==> src/common/slcd_regs.vh <==
// Purpose: register offsets, field positions and reset values of the segment display controller
// Assumes: word-indexed plain register port
// Notes: included by the controller and its testbench
`ifndef SLCD_REGS_VH
`define SLCD_REGS_VH
`define SLCD_ADDR_W 6
`define SLCD_OFF_CTRL 6'h00
`define SLCD_OFF_FRAME 6'h01
`define SLCD_OFF_STATUS 6'h02
`define SLCD_OFF_CLR 6'h03
`define SLCD_OFF_IEN 6'h04
`define SLCD_OFF_BLINK 6'h05
`define SLCD_OFF_RAM 6'h10
`define SLCD_CTRL_EN 0
`define SLCD_CTRL_EXTSRC 1
`define SLCD_CTRL_DUTY_LO 2
`define SLCD_CTRL_BIAS_LO 5
`define SLCD_CTRL_HIDRV 7
`define SLCD_CTRL_CONTR_LO 8
`define SLCD_CTRL_UPD 11
`define SLCD_CTRL_RST 32'h0000_0000
`define SLCD_FRAME_RST 32'h0000_0010
`define SLCD_BLINK_RST 32'h0000_0000
`define SLCD_ST_SOF 0
`define SLCD_ST_UDD 1
`define SLCD_BMODE_OFF 3'h0
`define SLCD_BMODE_ALL 3'h6
`endif

==> src/slcd_common_slot.v <==
// Purpose: one common line drive level with phase inversion
// Assumes: levels encoded 0..4 as fractions of panel voltage times bias steps
// Notes: instantiated once per common line
`timescale 1ns/1ns
module slcd_common_slot #(
  parameter IDX = 0
)
(
  input wire clk_in,
  input wire resetn_in,
  input wire [2:0] slot_in,
  input wire active_in,
  input wire inv_in,
  input wire [2:0] bias_max_in,
  output reg [2:0] level_out
);
  always @(posedge clk_in or negedge resetn_in)
  begin
    if (!resetn_in)
      level_out <= 3'h0;
    else if (!active_in)
      level_out <= 3'h0;
    else if (slot_in == IDX[2:0])
      level_out <= inv_in ? 3'h0 : bias_max_in;
    else
      level_out <= inv_in ? (bias_max_in - 3'h1) : ((bias_max_in > 3'h1) ? 3'h1 : 3'h0);
  end
endmodule

==> src/slcd_ctrl.v <==
// Purpose: segment display controller with double buffered pixel memory
// Assumes: one clock; register port with read data one cycle later
// Notes: levels are codes 0..bias steps for the analog buffers
// Summary of operation
// duty static, 1/2, 1/3, 1/4, 1/8
// bias static, 1/2, 1/3, 1/4
// pixel memory double buffered
// sixteen 32-bit pixel words
// frame rate from programmable clock division
// contrast setting driven to converter
// external source disables boost enable
// resistive network structure driven out
// dead time zero to eight phases
// runs in low power, software disable
// phase inversion removes dc
// start-of-frame event raises interrupt
// blink one, two, three, four, eight, all
// blink rate about 0.5 to 4 Hz
// each common gets its own slot
// copy at frame boundary, flag done
// flag sticky until cleared, gated interrupt
//
// The address-and-strobe port and the address map were left to the implementer.
`timescale 1ns/1ns
`include "slcd_regs.vh"
module slcd_ctrl #(
  parameter NCOM = 8,
  parameter NSEG = 32,
  parameter NWORD = 16
)
(
  input wire clk_in,
  input wire resetn_in,
  input wire [5:0] addr_in,
  input wire [31:0] wdata_in,
  input wire wr_in,
  input wire rd_in,
  output reg [31:0] rdata_out,
  output reg [NCOM*3-1:0] com_level_out,
  output reg [NSEG*3-1:0] seg_level_out,
  output reg boost_en_out,
  output reg ext_src_out,
  output reg hi_drive_out,
  output reg [2:0] contrast_out,
  output reg irq_out
);
  reg [31:0] ram_q [0:NWORD-1];
  reg [31:0] disp_q [0:NWORD-1];
  reg [31:0] ctrl_q;
  reg [31:0] frame_q;
  reg [31:0] blink_q;
  reg [1:0] stat_q;
  reg [1:0] ien_q;
  reg upd_req_q;
  reg [15:0] div_q;
  reg [2:0] slot_q;
  reg inv_q;
  reg [3:0] dead_q;
  reg [7:0] blink_cnt_q;
  reg blink_ph_q;
  reg sof_q;
  wire [NCOM*3-1:0] com_lv;
  reg [NSEG*3-1:0] seg_stage_q;
  integer i;
  integer j;
  wire en = ctrl_q[`SLCD_CTRL_EN];
  wire [2:0] duty = ctrl_q[`SLCD_CTRL_DUTY_LO+2:`SLCD_CTRL_DUTY_LO];
  wire [1:0] bias = ctrl_q[`SLCD_CTRL_BIAS_LO+1:`SLCD_CTRL_BIAS_LO];
  wire [15:0] div_max = frame_q[15:0];
  wire [3:0] dead_max = frame_q[19:16];
  wire [2:0] bmode = blink_q[2:0];
  wire [1:0] brate = blink_q[5:4];
  reg [2:0] last_slot;
  reg [2:0] bias_max;
  reg [7:0] brate_max;
  // duty code to last common slot
  always @*
  begin
    case (duty)
      3'h0: last_slot = 3'h0;
      3'h1: last_slot = 3'h1;
      3'h2: last_slot = 3'h2;
      3'h3: last_slot = 3'h3;
      default: last_slot = 3'h7;
    endcase
    case (bias)
      2'h0: bias_max = 3'h1;
      2'h1: bias_max = 3'h2;
      2'h2: bias_max = 3'h3;
      default: bias_max = 3'h4;
    endcase
    case (brate)
      2'h0: brate_max = 8'h0f;
      2'h1: brate_max = 8'h1f;
      2'h2: brate_max = 8'h3f;
      default: brate_max = 8'h7f;
    endcase
  end
  wire tick = en && (div_q == div_max);
  wire in_dead = (dead_q != 4'h0);
  wire frame_end = tick && !in_dead && (slot_q == last_slot) && inv_q;
  wire dead_end = tick && (dead_q == 4'h1);
  wire frame_start = (frame_end && dead_max == 4'h0) || dead_end;
  // frame sequencer
  always @(posedge clk_in or negedge resetn_in)
  begin
    if (!resetn_in)
    begin
      div_q <= 16'h0000;
      slot_q <= 3'h0;
      inv_q <= 1'b0;
      dead_q <= 4'h0;
      blink_cnt_q <= 8'h00;
      blink_ph_q <= 1'b0;
      sof_q <= 1'b0;
    end
    else
    begin
      sof_q <= frame_start;
      if (!en)
      begin
        div_q <= 16'h0000;
        slot_q <= 3'h0;
        inv_q <= 1'b0;
        dead_q <= 4'h0;
      end
      else if (tick)
      begin
        div_q <= 16'h0000;
        if (in_dead)
          dead_q <= dead_q - 4'h1;
        else if (inv_q)
        begin
          inv_q <= 1'b0;
          if (slot_q == last_slot)
          begin
            slot_q <= 3'h0;
            dead_q <= (dead_max > 4'h8) ? 4'h8 : dead_max;
          end
          else
            slot_q <= slot_q + 3'h1;
        end
        else
          inv_q <= 1'b1;
      end
      else
        div_q <= div_q + 16'h0001;
      if (frame_end)
      begin
        if (blink_cnt_q >= brate_max)
        begin
          blink_cnt_q <= 8'h00;
          blink_ph_q <= ~blink_ph_q;
        end
        else
          blink_cnt_q <= blink_cnt_q + 8'h01;
      end
    end
  end
  genvar g;
  generate
    for (g = 0; g < NCOM; g = g + 1)
    begin : com_gen
      localparam integer GI = g;
      slcd_common_slot #(.IDX(g)) u_slot (
        .clk_in(clk_in),
        .resetn_in(resetn_in),
        .slot_in(slot_q),
        .active_in(en && !in_dead && (GI[2:0] <= last_slot)),
        .inv_in(inv_q),
        .bias_max_in(bias_max),
        .level_out(com_lv[g*3+2:g*3])
      );
    end
  endgenerate
  // segment bit with blink masking
  function seg_on;
    input [31:0] word;
    input [4:0] s;
    begin
      seg_on = word[s];
      if (blink_ph_q && bmode != `SLCD_BMODE_OFF)
      begin
        case (bmode)
          3'h1: if (s == 5'd0) seg_on = 1'b0;
          3'h2: if (s < 5'd2) seg_on = 1'b0;
          3'h3: if (s < 5'd3) seg_on = 1'b0;
          3'h4: if (s < 5'd4) seg_on = 1'b0;
          3'h5: if (s < 5'd8) seg_on = 1'b0;
          default: seg_on = 1'b0;
        endcase
      end
    end
  endfunction
  wire [31:0] cur_word = disp_q[{1'b0, slot_q}];
  // segments take one extra stage to line up with the common slot outputs
  always @(posedge clk_in or negedge resetn_in)
  begin
    if (!resetn_in)
    begin
      com_level_out <= {NCOM*3{1'b0}};
      seg_stage_q <= {NSEG*3{1'b0}};
      seg_level_out <= {NSEG*3{1'b0}};
      boost_en_out <= 1'b0;
      ext_src_out <= 1'b0;
      hi_drive_out <= 1'b0;
      contrast_out <= 3'h0;
      irq_out <= 1'b0;
    end
    else
    begin
      com_level_out <= com_lv;
      seg_level_out <= seg_stage_q;
      // off segments mirror around the middle level when inverted
      for (i = 0; i < NSEG; i = i + 1)
      begin
        if (!en || in_dead)
          seg_stage_q[i*3+:3] <= 3'h0;
        else if (seg_on(cur_word, i[4:0]))
          seg_stage_q[i*3+:3] <= inv_q ? bias_max : 3'h0;
        else if (bias_max > 3'h1)
          seg_stage_q[i*3+:3] <= inv_q ? (bias_max - 3'h2) : 3'h2;
        else
          seg_stage_q[i*3+:3] <= inv_q ? 3'h0 : 3'h1;
      end
      ext_src_out <= ctrl_q[`SLCD_CTRL_EXTSRC];
      boost_en_out <= en && !ctrl_q[`SLCD_CTRL_EXTSRC];
      hi_drive_out <= ctrl_q[`SLCD_CTRL_HIDRV];
      contrast_out <= ctrl_q[`SLCD_CTRL_CONTR_LO+2:`SLCD_CTRL_CONTR_LO];
      irq_out <= |(stat_q & ien_q);
    end
  end
  // register port and buffers
  always @(posedge clk_in or negedge resetn_in)
  begin
    if (!resetn_in)
    begin
      ctrl_q <= `SLCD_CTRL_RST;
      frame_q <= `SLCD_FRAME_RST;
      blink_q <= `SLCD_BLINK_RST;
      stat_q <= 2'h0;
      ien_q <= 2'h0;
      upd_req_q <= 1'b0;
      rdata_out <= 32'h0000_0000;
      for (j = 0; j < NWORD; j = j + 1)
      begin
        ram_q[j] <= 32'h0000_0000;
        disp_q[j] <= 32'h0000_0000;
      end
    end
    else
    begin
      if (wr_in && addr_in == `SLCD_OFF_CLR)
        stat_q <= stat_q & ~wdata_in[1:0];
      // a set in the same cycle as a clear wins
      if (sof_q)
        stat_q[`SLCD_ST_SOF] <= 1'b1;
      if (frame_start && upd_req_q)
      begin
        for (j = 0; j < NWORD; j = j + 1)
          disp_q[j] <= ram_q[j];
        stat_q[`SLCD_ST_UDD] <= 1'b1;
        upd_req_q <= 1'b0;
      end
      if (wr_in)
      begin
        if (addr_in == `SLCD_OFF_CTRL)
        begin
          ctrl_q <= wdata_in & 32'h0000_07ff;
          if (wdata_in[`SLCD_CTRL_UPD])
            upd_req_q <= 1'b1;
        end
        if (addr_in == `SLCD_OFF_FRAME)
          frame_q <= wdata_in & 32'h000f_ffff;
        if (addr_in == `SLCD_OFF_BLINK)
          blink_q <= wdata_in & 32'h0000_0037;
        if (addr_in == `SLCD_OFF_IEN)
          ien_q <= wdata_in[1:0];
        if (addr_in[5:4] == 2'h1)
          ram_q[addr_in[3:0]] <= wdata_in;
      end
      if (rd_in)
      begin
        if (addr_in == `SLCD_OFF_CTRL)
          rdata_out <= {20'h00000, upd_req_q, ctrl_q[10:0]};
        else if (addr_in == `SLCD_OFF_FRAME)
          rdata_out <= frame_q;
        else if (addr_in == `SLCD_OFF_STATUS)
          rdata_out <= {30'h0, stat_q};
        else if (addr_in == `SLCD_OFF_IEN)
          rdata_out <= {30'h0, ien_q};
        else if (addr_in == `SLCD_OFF_BLINK)
          rdata_out <= blink_q;
        else if (addr_in[5:4] == 2'h1)
          rdata_out <= ram_q[addr_in[3:0]];
        else
          rdata_out <= 32'h0000_0000;
      end
      else
        rdata_out <= 32'h0000_0000;
    end
  end
endmodule

==> config.mk <==
export PLATFORM = sky130hd
export DESIGN_NAME = slcd_ctrl
export DESIGN_NICKNAME = d
export VERILOG_FILES = /design/src/slcd_common_slot.v /design/src/slcd_ctrl.v
export VERILOG_INCLUDE_DIRS = /design/src /design/src/common
export SDC_FILE = /design/constraint.sdc
export NUM_CORES = 2
export LEC_CHECK = 0
export BUFFER_PORTS_ARGS = -buffer_cell sky130_fd_sc_hd__buf_2
export CORE_UTILIZATION = 49
export DETAILED_ROUTE_END_ITERATION = 8
export PLACE_DENSITY = 0.63
export SETUP_SLACK_MARGIN = 0.15
export SYNTH_ARGS = -nofsm -noshare
export SYNTH_HDL_FRONTEND = slang
export SYNTH_SLANG_ARGS = --single-unit
==> constraint.sdc <==
create_clock -name clk_in -period 4.81 [get_ports clk_in]
set_clock_uncertainty 0.1 [all_clocks]
set_input_delay 0.2405 -clock clk_in [delete_from_list [all_inputs] [get_ports clk_in]]
set_output_delay 0.2405 -clock clk_in [all_outputs]
set_load 0.03 [all_outputs]
======== After elaboration in Yosys (flattened, before gate mapping) ========
Cells that the tools add are included.
word-level totals
  register bits ........................... 1378
  bits in latches ......................... 0
  memory bits (writable) .................. 0
  bits in read-only memories .............. 0
  output and inout port bits .............. 159
  logic and storage cells ................. 397
  memories kept ........................... 0
cells by class
  $add $sub $neg .......................... 6
  multipliers ............................. 0
  div/mod/pow operators ................... 0
  magnitude comparators ................... 14
  equal/unequal tests ..................... 33
  shift-type cells ........................ 0
  muxes and demuxes ....................... 226
  bitwise gates (word level) .............. 6
  reductions and logical operators ........ 49
operators by type and width
  operator                                                         count
  512-bit bitwise mux                                              1
  32-bit two-way mux                                               12
  3-bit two-way mux                                                90
  32-bit binary-select mux with 4-bit select                       2
  32-bit demux with 4-bit select                                   1
  1-bit two-way mux                                                107
  16-bit two-way mux                                               2
  4-bit two-way mux                                                6
  7-bit case mux with 3 select lines                               1
  1-bit logical AND                                                20
  3-bit by 2-bit == test with 1-bit output, second input constant  6
  3-bit == test, second input constant                             6
  16-bit by 1-bit adder with 16-bit output, second input constant  1
  16-bit == test                                                   1
  2-bit AND reduction                                              7
  6-bit by 2-bit == test with 1-bit output, second input constant  2
  6-bit by 3-bit == test with 1-bit output, second input constant  2
  3-bit <= comparator, first input constant                        4
  3-bit case mux with 4 select lines                               1
  5-bit greater-or-equal comparator, second input constant         2
  3-bit by 1-bit == test with 1-bit output, second input constant  3
  3-bit case mux with 3 select lines                               1
  8-bit by 1-bit adder with 8-bit output, second input constant    1
  8-bit greater-or-equal comparator                                1
  other kinds (38)                                                 54

======== Logic depth before layout (Yosys ltp) ========
  depth in word-level cells ............... 12
  gate-level depth with buffers ........... 9
  mapped depth without buffers ............ 7

======== By module ========
Synthesis repeated with hierarchy kept, for this count alone.
unflattened totals
  cell total of the unflattened synthesis .. 3172
  area total of the unflattened synthesis .. 49004.5 µm²
by module, submodules not included
  module                                     instances  cells an instance  area an instance (µm²)  seq. area each (µm²)
  slcd_ctrl                                  1          3012               47408.0                 27477.6
  slcd_common_slot at com_gen[0].u_slot ...  4          20                 196.4                   75.1
  slcd_common_slot at com_gen[3].u_slot ...  3          20                 205.2                   75.1
  slcd_common_slot at com_gen[7].u_slot      1          20                 195.2                   75.1

======== Worst setup path before layout ========
No wires, ideal clock.
  path kind ............................... register to register
  from .................................... reg dead_q[0]
  to ...................................... reg disp_q[482] in the netlist's numbering
  library setup time ...................... 0.125 ns
  arrival ................................. 2.036 ns
  data required time ...................... 4.585 ns
  slack ................................... 2.548 ns
  stages on the path, launching flop included .. 10
  path through ............................ dfrtp_1 -> inv_1 -> ha_1 -> and4bb_2 -> nand4_1 -> o21ai_1 -> nand3_2 -> buf_4 -> buf_6 -> mux2_4
between the ends
  longest elaborated chain between the ends .. 8
ends and longest elaborated chain
  what                             RTL line         source
  from (decl)                      slcd_ctrl.v:58   reg [3:0] dead_q;
  from (signal assigned)           slcd_ctrl.v:131  dead_q <= dead_q - 4'h1;
  from (signal assigned)           slcd_ctrl.v:138  dead_q <= (dead_max > 4'h8) ? 4'h8 : dead_max;
  4-bit nonzero test               slcd_ctrl.v:100  wire in_dead = (dead_q != 4'h0);
  1-bit zero test                  slcd_ctrl.v:101  wire frame_end = tick && !in_dead && (slot_q == last_slot) && inv_q;
  1-bit logical AND (3 in a row)   slcd_ctrl.v:101
  1-bit logical AND                slcd_ctrl.v:103  wire frame_start = (frame_end && dead_max == 4'h0) || dead_end;
  1-bit logical OR *               slcd_ctrl.v:103
  1-bit logical AND *              slcd_ctrl.v:258  if (frame_start && upd_req_q)
  to (signal, indexed assignment)  slcd_ctrl.v:261  disp_q[j] <= ram_q[j];
  to (decl)                        slcd_ctrl.v:48   reg [31:0] disp_q [0:NWORD-1];
Mark *: on every way between the ends. The rest lies on a longest branch, timed or not.
A chain may end at the register's enable or synchronous reset.

======== Worst setup path after layout ========
  from .................................... reg slot_q[2]
  to ...................................... reg blink_cnt_q[6]
between the ends
  longest elaborated chain between the ends .. 3
ends and longest elaborated chain
  what                            RTL line         source
  from (decl)                     slcd_ctrl.v:56   reg [2:0] slot_q;
  from (signal assigned)          slcd_ctrl.v:141  slot_q <= slot_q + 3'h1;
  3-bit == test                   slcd_ctrl.v:101
  1-bit logical AND (2 in a row)  slcd_ctrl.v:101
  to (signal assigned)            slcd_ctrl.v:156  blink_cnt_q <= blink_cnt_q + 8'h01;
  to (decl)                       slcd_ctrl.v:59   reg [7:0] blink_cnt_q;
No other way between the ends.

==> summary.md <==
The run finished with clean final reports. The routed length per instance was 25.8 um; the headroom to the max-slew limit was 14.1%. Across every metal layer, demand over resource in global routing totals 24.7%. Adding up every negative setup slack in the final design gives 0 ns.

Traced cell by cell, the critical path runs through buf_4 > o41ai_1 > nand3_1 > or3_1 > o311ai_1. In this run the deepest clock path goes through 3 buffers. The switching fraction of total power is 26.5%. In this run the remaining antenna-violating nets after routing total 0.

The detailed router finished its first iteration with 1740 violations. The worst setup path is captured at a flop. The via count of the first global-routing pass was 29300. A synthesized cell averages 15.5 um^2.

The most area-hungry cell type in the Yosys netlist is dfrtp_1. Setup violations remaining at the end of the flow were counted as 0. The critical path required time is 5.29 ns. The total non-filler cell area in the finished layout was 55400 um^2; the instance count along the most critical hold path was 2.

The number of DRC violations after detailed routing was 0. The cell area that synthesis handed to floorplanning was 48700 um^2. The count of flip-flops with a built-in enable after synthesis was 0. The die height is 317 um, and the final estimated routing congestion in global placement is 0.837. The critical path launch point type is a flop. Once the floorplan was initialized, standard cells occupied 49.5% of the core. The final number of hold-violating endpoints is 0, and the number of iterations in the first detailed-routing pass is 7.

Detailed placement ended at an HPWL of 75.9 mm. The highest ir drop seen on vdd is 293 uV. Post-CTS timing repair inserted 0 buffers for setup.

The internal portion of the total power is 18.0 mW. For the worst endpoint data arrival time, the log shows 3.80 ns. The tools report the wire length after detailed routing as 121 mm. The worst register-to-register path has a depth of 5. The number of hold buffers added after cts was 36. The fraction of final layout cells sized beyond drive strength 1 is 43.9%. The library cell used most frequently in the layout, excluding fill and tap cells, is dfrtp_1. The tools report the proportion of power drawn by flip-flops and latches as 46.3%. The leakage power was 26.7 nW; the total number of placement rows was 115.

The distinct cell type count after synthesis was 61. In this run the worst path has a maximum fanout of 28. The share of total power dissipated in the clock network is 39.3%. Entering global routing, the biggest net connects 162 pins. Port buffering added 200 buffers. Sorting the synthesized cells by area gives the leading types as dfrtp_1 (58%), mux2_2 (13%), mux4_2 (9.8%). The critical path endpoint is blink_cnt_q[6]. Overall power consumption after layout is estimated at 24.5 mW. The area share of the largest cell type after synthesis is 57.6%, and the async set-reset flop share out of synthesis is 100%. The pin slew with the least headroom to its limit is 1.29 ns, and the portion of the clock cycle consumed by the worst path in the final layout is 68.8%. The setup slack of the most critical reg-to-reg path was 1.50 ns.

The die covers 101000 um^2. The tools report the CTS sink count as 1122. Synthesis produced a netlist with a net count of 3192.

From synthesis to final layout, the design area changed by 13.9%. The routed layout has 27300 vias. Placed instance area: 51000 um^2.

The logs give 187 mm for the first-pass GRT wire length and 0.70 ns for the clock insertion delay at the later pin of the skew report. Setup repair after global routing left no endpoint under its margin. The final layout contains 3370 nets. Cell with the biggest individual delay on the critical path: dfrtp_2. Type of the worst setup path: reg -> reg. The startpoint of the worst-slack reg-to-reg timing path was slot_q[2]. Leaving out fill and tap cells, the most frequent cells in the layout are dfrtp_1 (1118), mux2_2 (565), mux2_4 (229), mux4_2 (212), buf_2 (197). The post-synthesis register bit count is 1122, and the fmax is 0.302 GHz.

The clock tree synthesis step divided the H-tree into 3 levels. TritonCTS built the clock tree. Combinational logic burns 14.4% of the power. The analysis attributes to net switching a power of 6.51 mW. From left edge to right edge, the die measures 317 um. The tools report the number of pins with negative max-slew slack in the final report as 0. The portion of the post-synthesis area used by sequential elements was 57.7%; the post-synthesis cell count was 3131.

Counting the fill cells in the layout gives 7684. The logs give 6 for the number of antenna violations at the first check in global routing and 0 for the count of yosys warnings during synthesis. After clock tree synthesis, the clock-pin slew on the worst setup and hold paths is 0.07 ns.

The remaining global-route overflow came out at 0. The tightest min-delay check is of the in -> reg type. The floorplan step defined a core boundary enclosing 98400 um^2. After clock tree synthesis, the repair step resized 0 gates.

In this run, CTS created clock tree buffers numbering 114. The number of vias per cell after detailed routing works out to 5.81. For this run, the leading register cell type out of synthesis is dfrtp_1. Tracing the worst setup path back leads to its startpoint at slot_q[2].

The tool flagged a number of max-cap violations equal to 0. The endpoint identified for the worst register-to-register timing path is blink_cnt_q[6]. The worst path in the final design needs a cycle of 3.31 ns, including I/O delays and setup. Clock root buffer: clkbuf_16. Pin placement for this block handled 201 I/O pins. The power density of the placed cells was 443 nW/um^2. Stage delay of the slowest cell on the critical path: 0.68 ns.
[per-layer routing]
| metal | vias to the layer above | share of wire [%] | GRT usage (%) |
|---|---|---|---|
| met1 | 14700 | 45 | 35.1 |
| li1 | 11700 | - | - |
| met5 | - | 0.047 | 0 |
| met4 | 8 | 2.2 | 6.77 |
| met2 | 721 | 48 | 39.6 |
| met3 | 178 | 5.2 | 3.92 |
[cells in the mapped netlist (all sizes together) (20+ instances only)]
cell / number
a21oi: 76
buf: 131
clkbuf: 104
dfrtp: 1121
inv: 20
mux2: 821
mux2i: 112
mux4: 212
nand2: 109
nand3: 28
nor2: 162
o21ai: 31
xor2: 25
[cell type report]
class | instances | area, um^2 | share of cell area [%]
Sequential cell | 1122 | 28100 | 50.7
Multi-Input combinational cell | 1754 | 19400 | 35.1
Clock buffer | 148 | 3160 | 5.71
Timing Repair Buffer | 297 | 2110 | 3.80
Tap cell | 1287 | 1610 | 2.91
Clock inverter | 63 | 951 | 1.72
Inverter | 20 | 75.1 | 0.135
Antenna cell | 2 | 5.00 | 0.00903
[power groups by stage]
stage,registers [mW],clock network (mW),logic (mW)
2_1_floorplan,11.7,0,2.13
3_3_place_gp,11.4,0,3.42
3_5_place_dp,11.5,0,3.53
4_1_cts,11.4,9.81,3.57
5_1_grt,11.5,10.2,3.87
6_report,11.4,9.63,3.54
[worst min-delay path by stage]
stage / end / from / slack, ns
finish: ctrl_q[10] / wdata_in[10] / 0.05
floorplan: blink_cnt_q[0] / resetn_in / -0.16
detailed placement: com_level_out[20] / com_gen[6].u_slot.level_out[2] / 0.23
global route: ram_q[106] / wdata_in[10] / 0.06
global placement: rdata_out[20] / resetn_in / 0.23
CTS: ctrl_q[10] / wdata_in[10] / 0.01
[through the flow]
| stage | hold WS [ns] | setup WS [ns] | cells | utilization, % |
|---|---|---|---|---|
| finish | 0.0483 | 1.50 | 4693 | 56.3 |
| CTS | 0.00962 | 1.52 | 4691 | 56.3 |
| detailed placement | 0.235 | 1.37 | 4444 | 51.8 |
| floorplan | -0.155 | 2.55 | 3131 | - |
| global placement | 0.228 | 1.37 | 4444 | 51.8 |
| global route | 0.0552 | 1.25 | 4691 | 56.3 |
[flip-flops by register name, indices dropped and copies added, names as in the netlist, 2 cells and up]
signal and flops:
com_level_out 24, disp_q 256, stat_q 2, rdata_out 32
com_gen.u_slot.level_out 24, div_q 16, blink_q 5, ien_q 2
ctrl_q 11, dead_q 4, seg_stage_q 96, blink_cnt_q 8
ram_q 512, slot_q 3, frame_q 20, contrast_out 3
seg_level_out 96
[worst max-delay path: cells and delay by family, from the launching register on]
kind            cells  cell delay, ns
flops               1            0.68
simple gates        2            1.08
compound gates      2            0.90
buf+inv             1            0.42
[cell families (layout without fill, tap and decap cells)]
group                      count (synthesis)  after routing  synth area share (%)
adders and majority gates                 19             19                 0.488
xor gates and xnor gates                  35             35                 0.630
AOI/OAI and AO/OA                        162            162                  2.02
buffers and inverters                    255            528                  2.67
and+or+nand+nor                          393            393                  3.65
DFF                                     1122           1122                  57.7
muxes                                   1145           1145                  32.9
other                                      0              2                     0
Note: power is estimated with default switching activity, not from simulation.
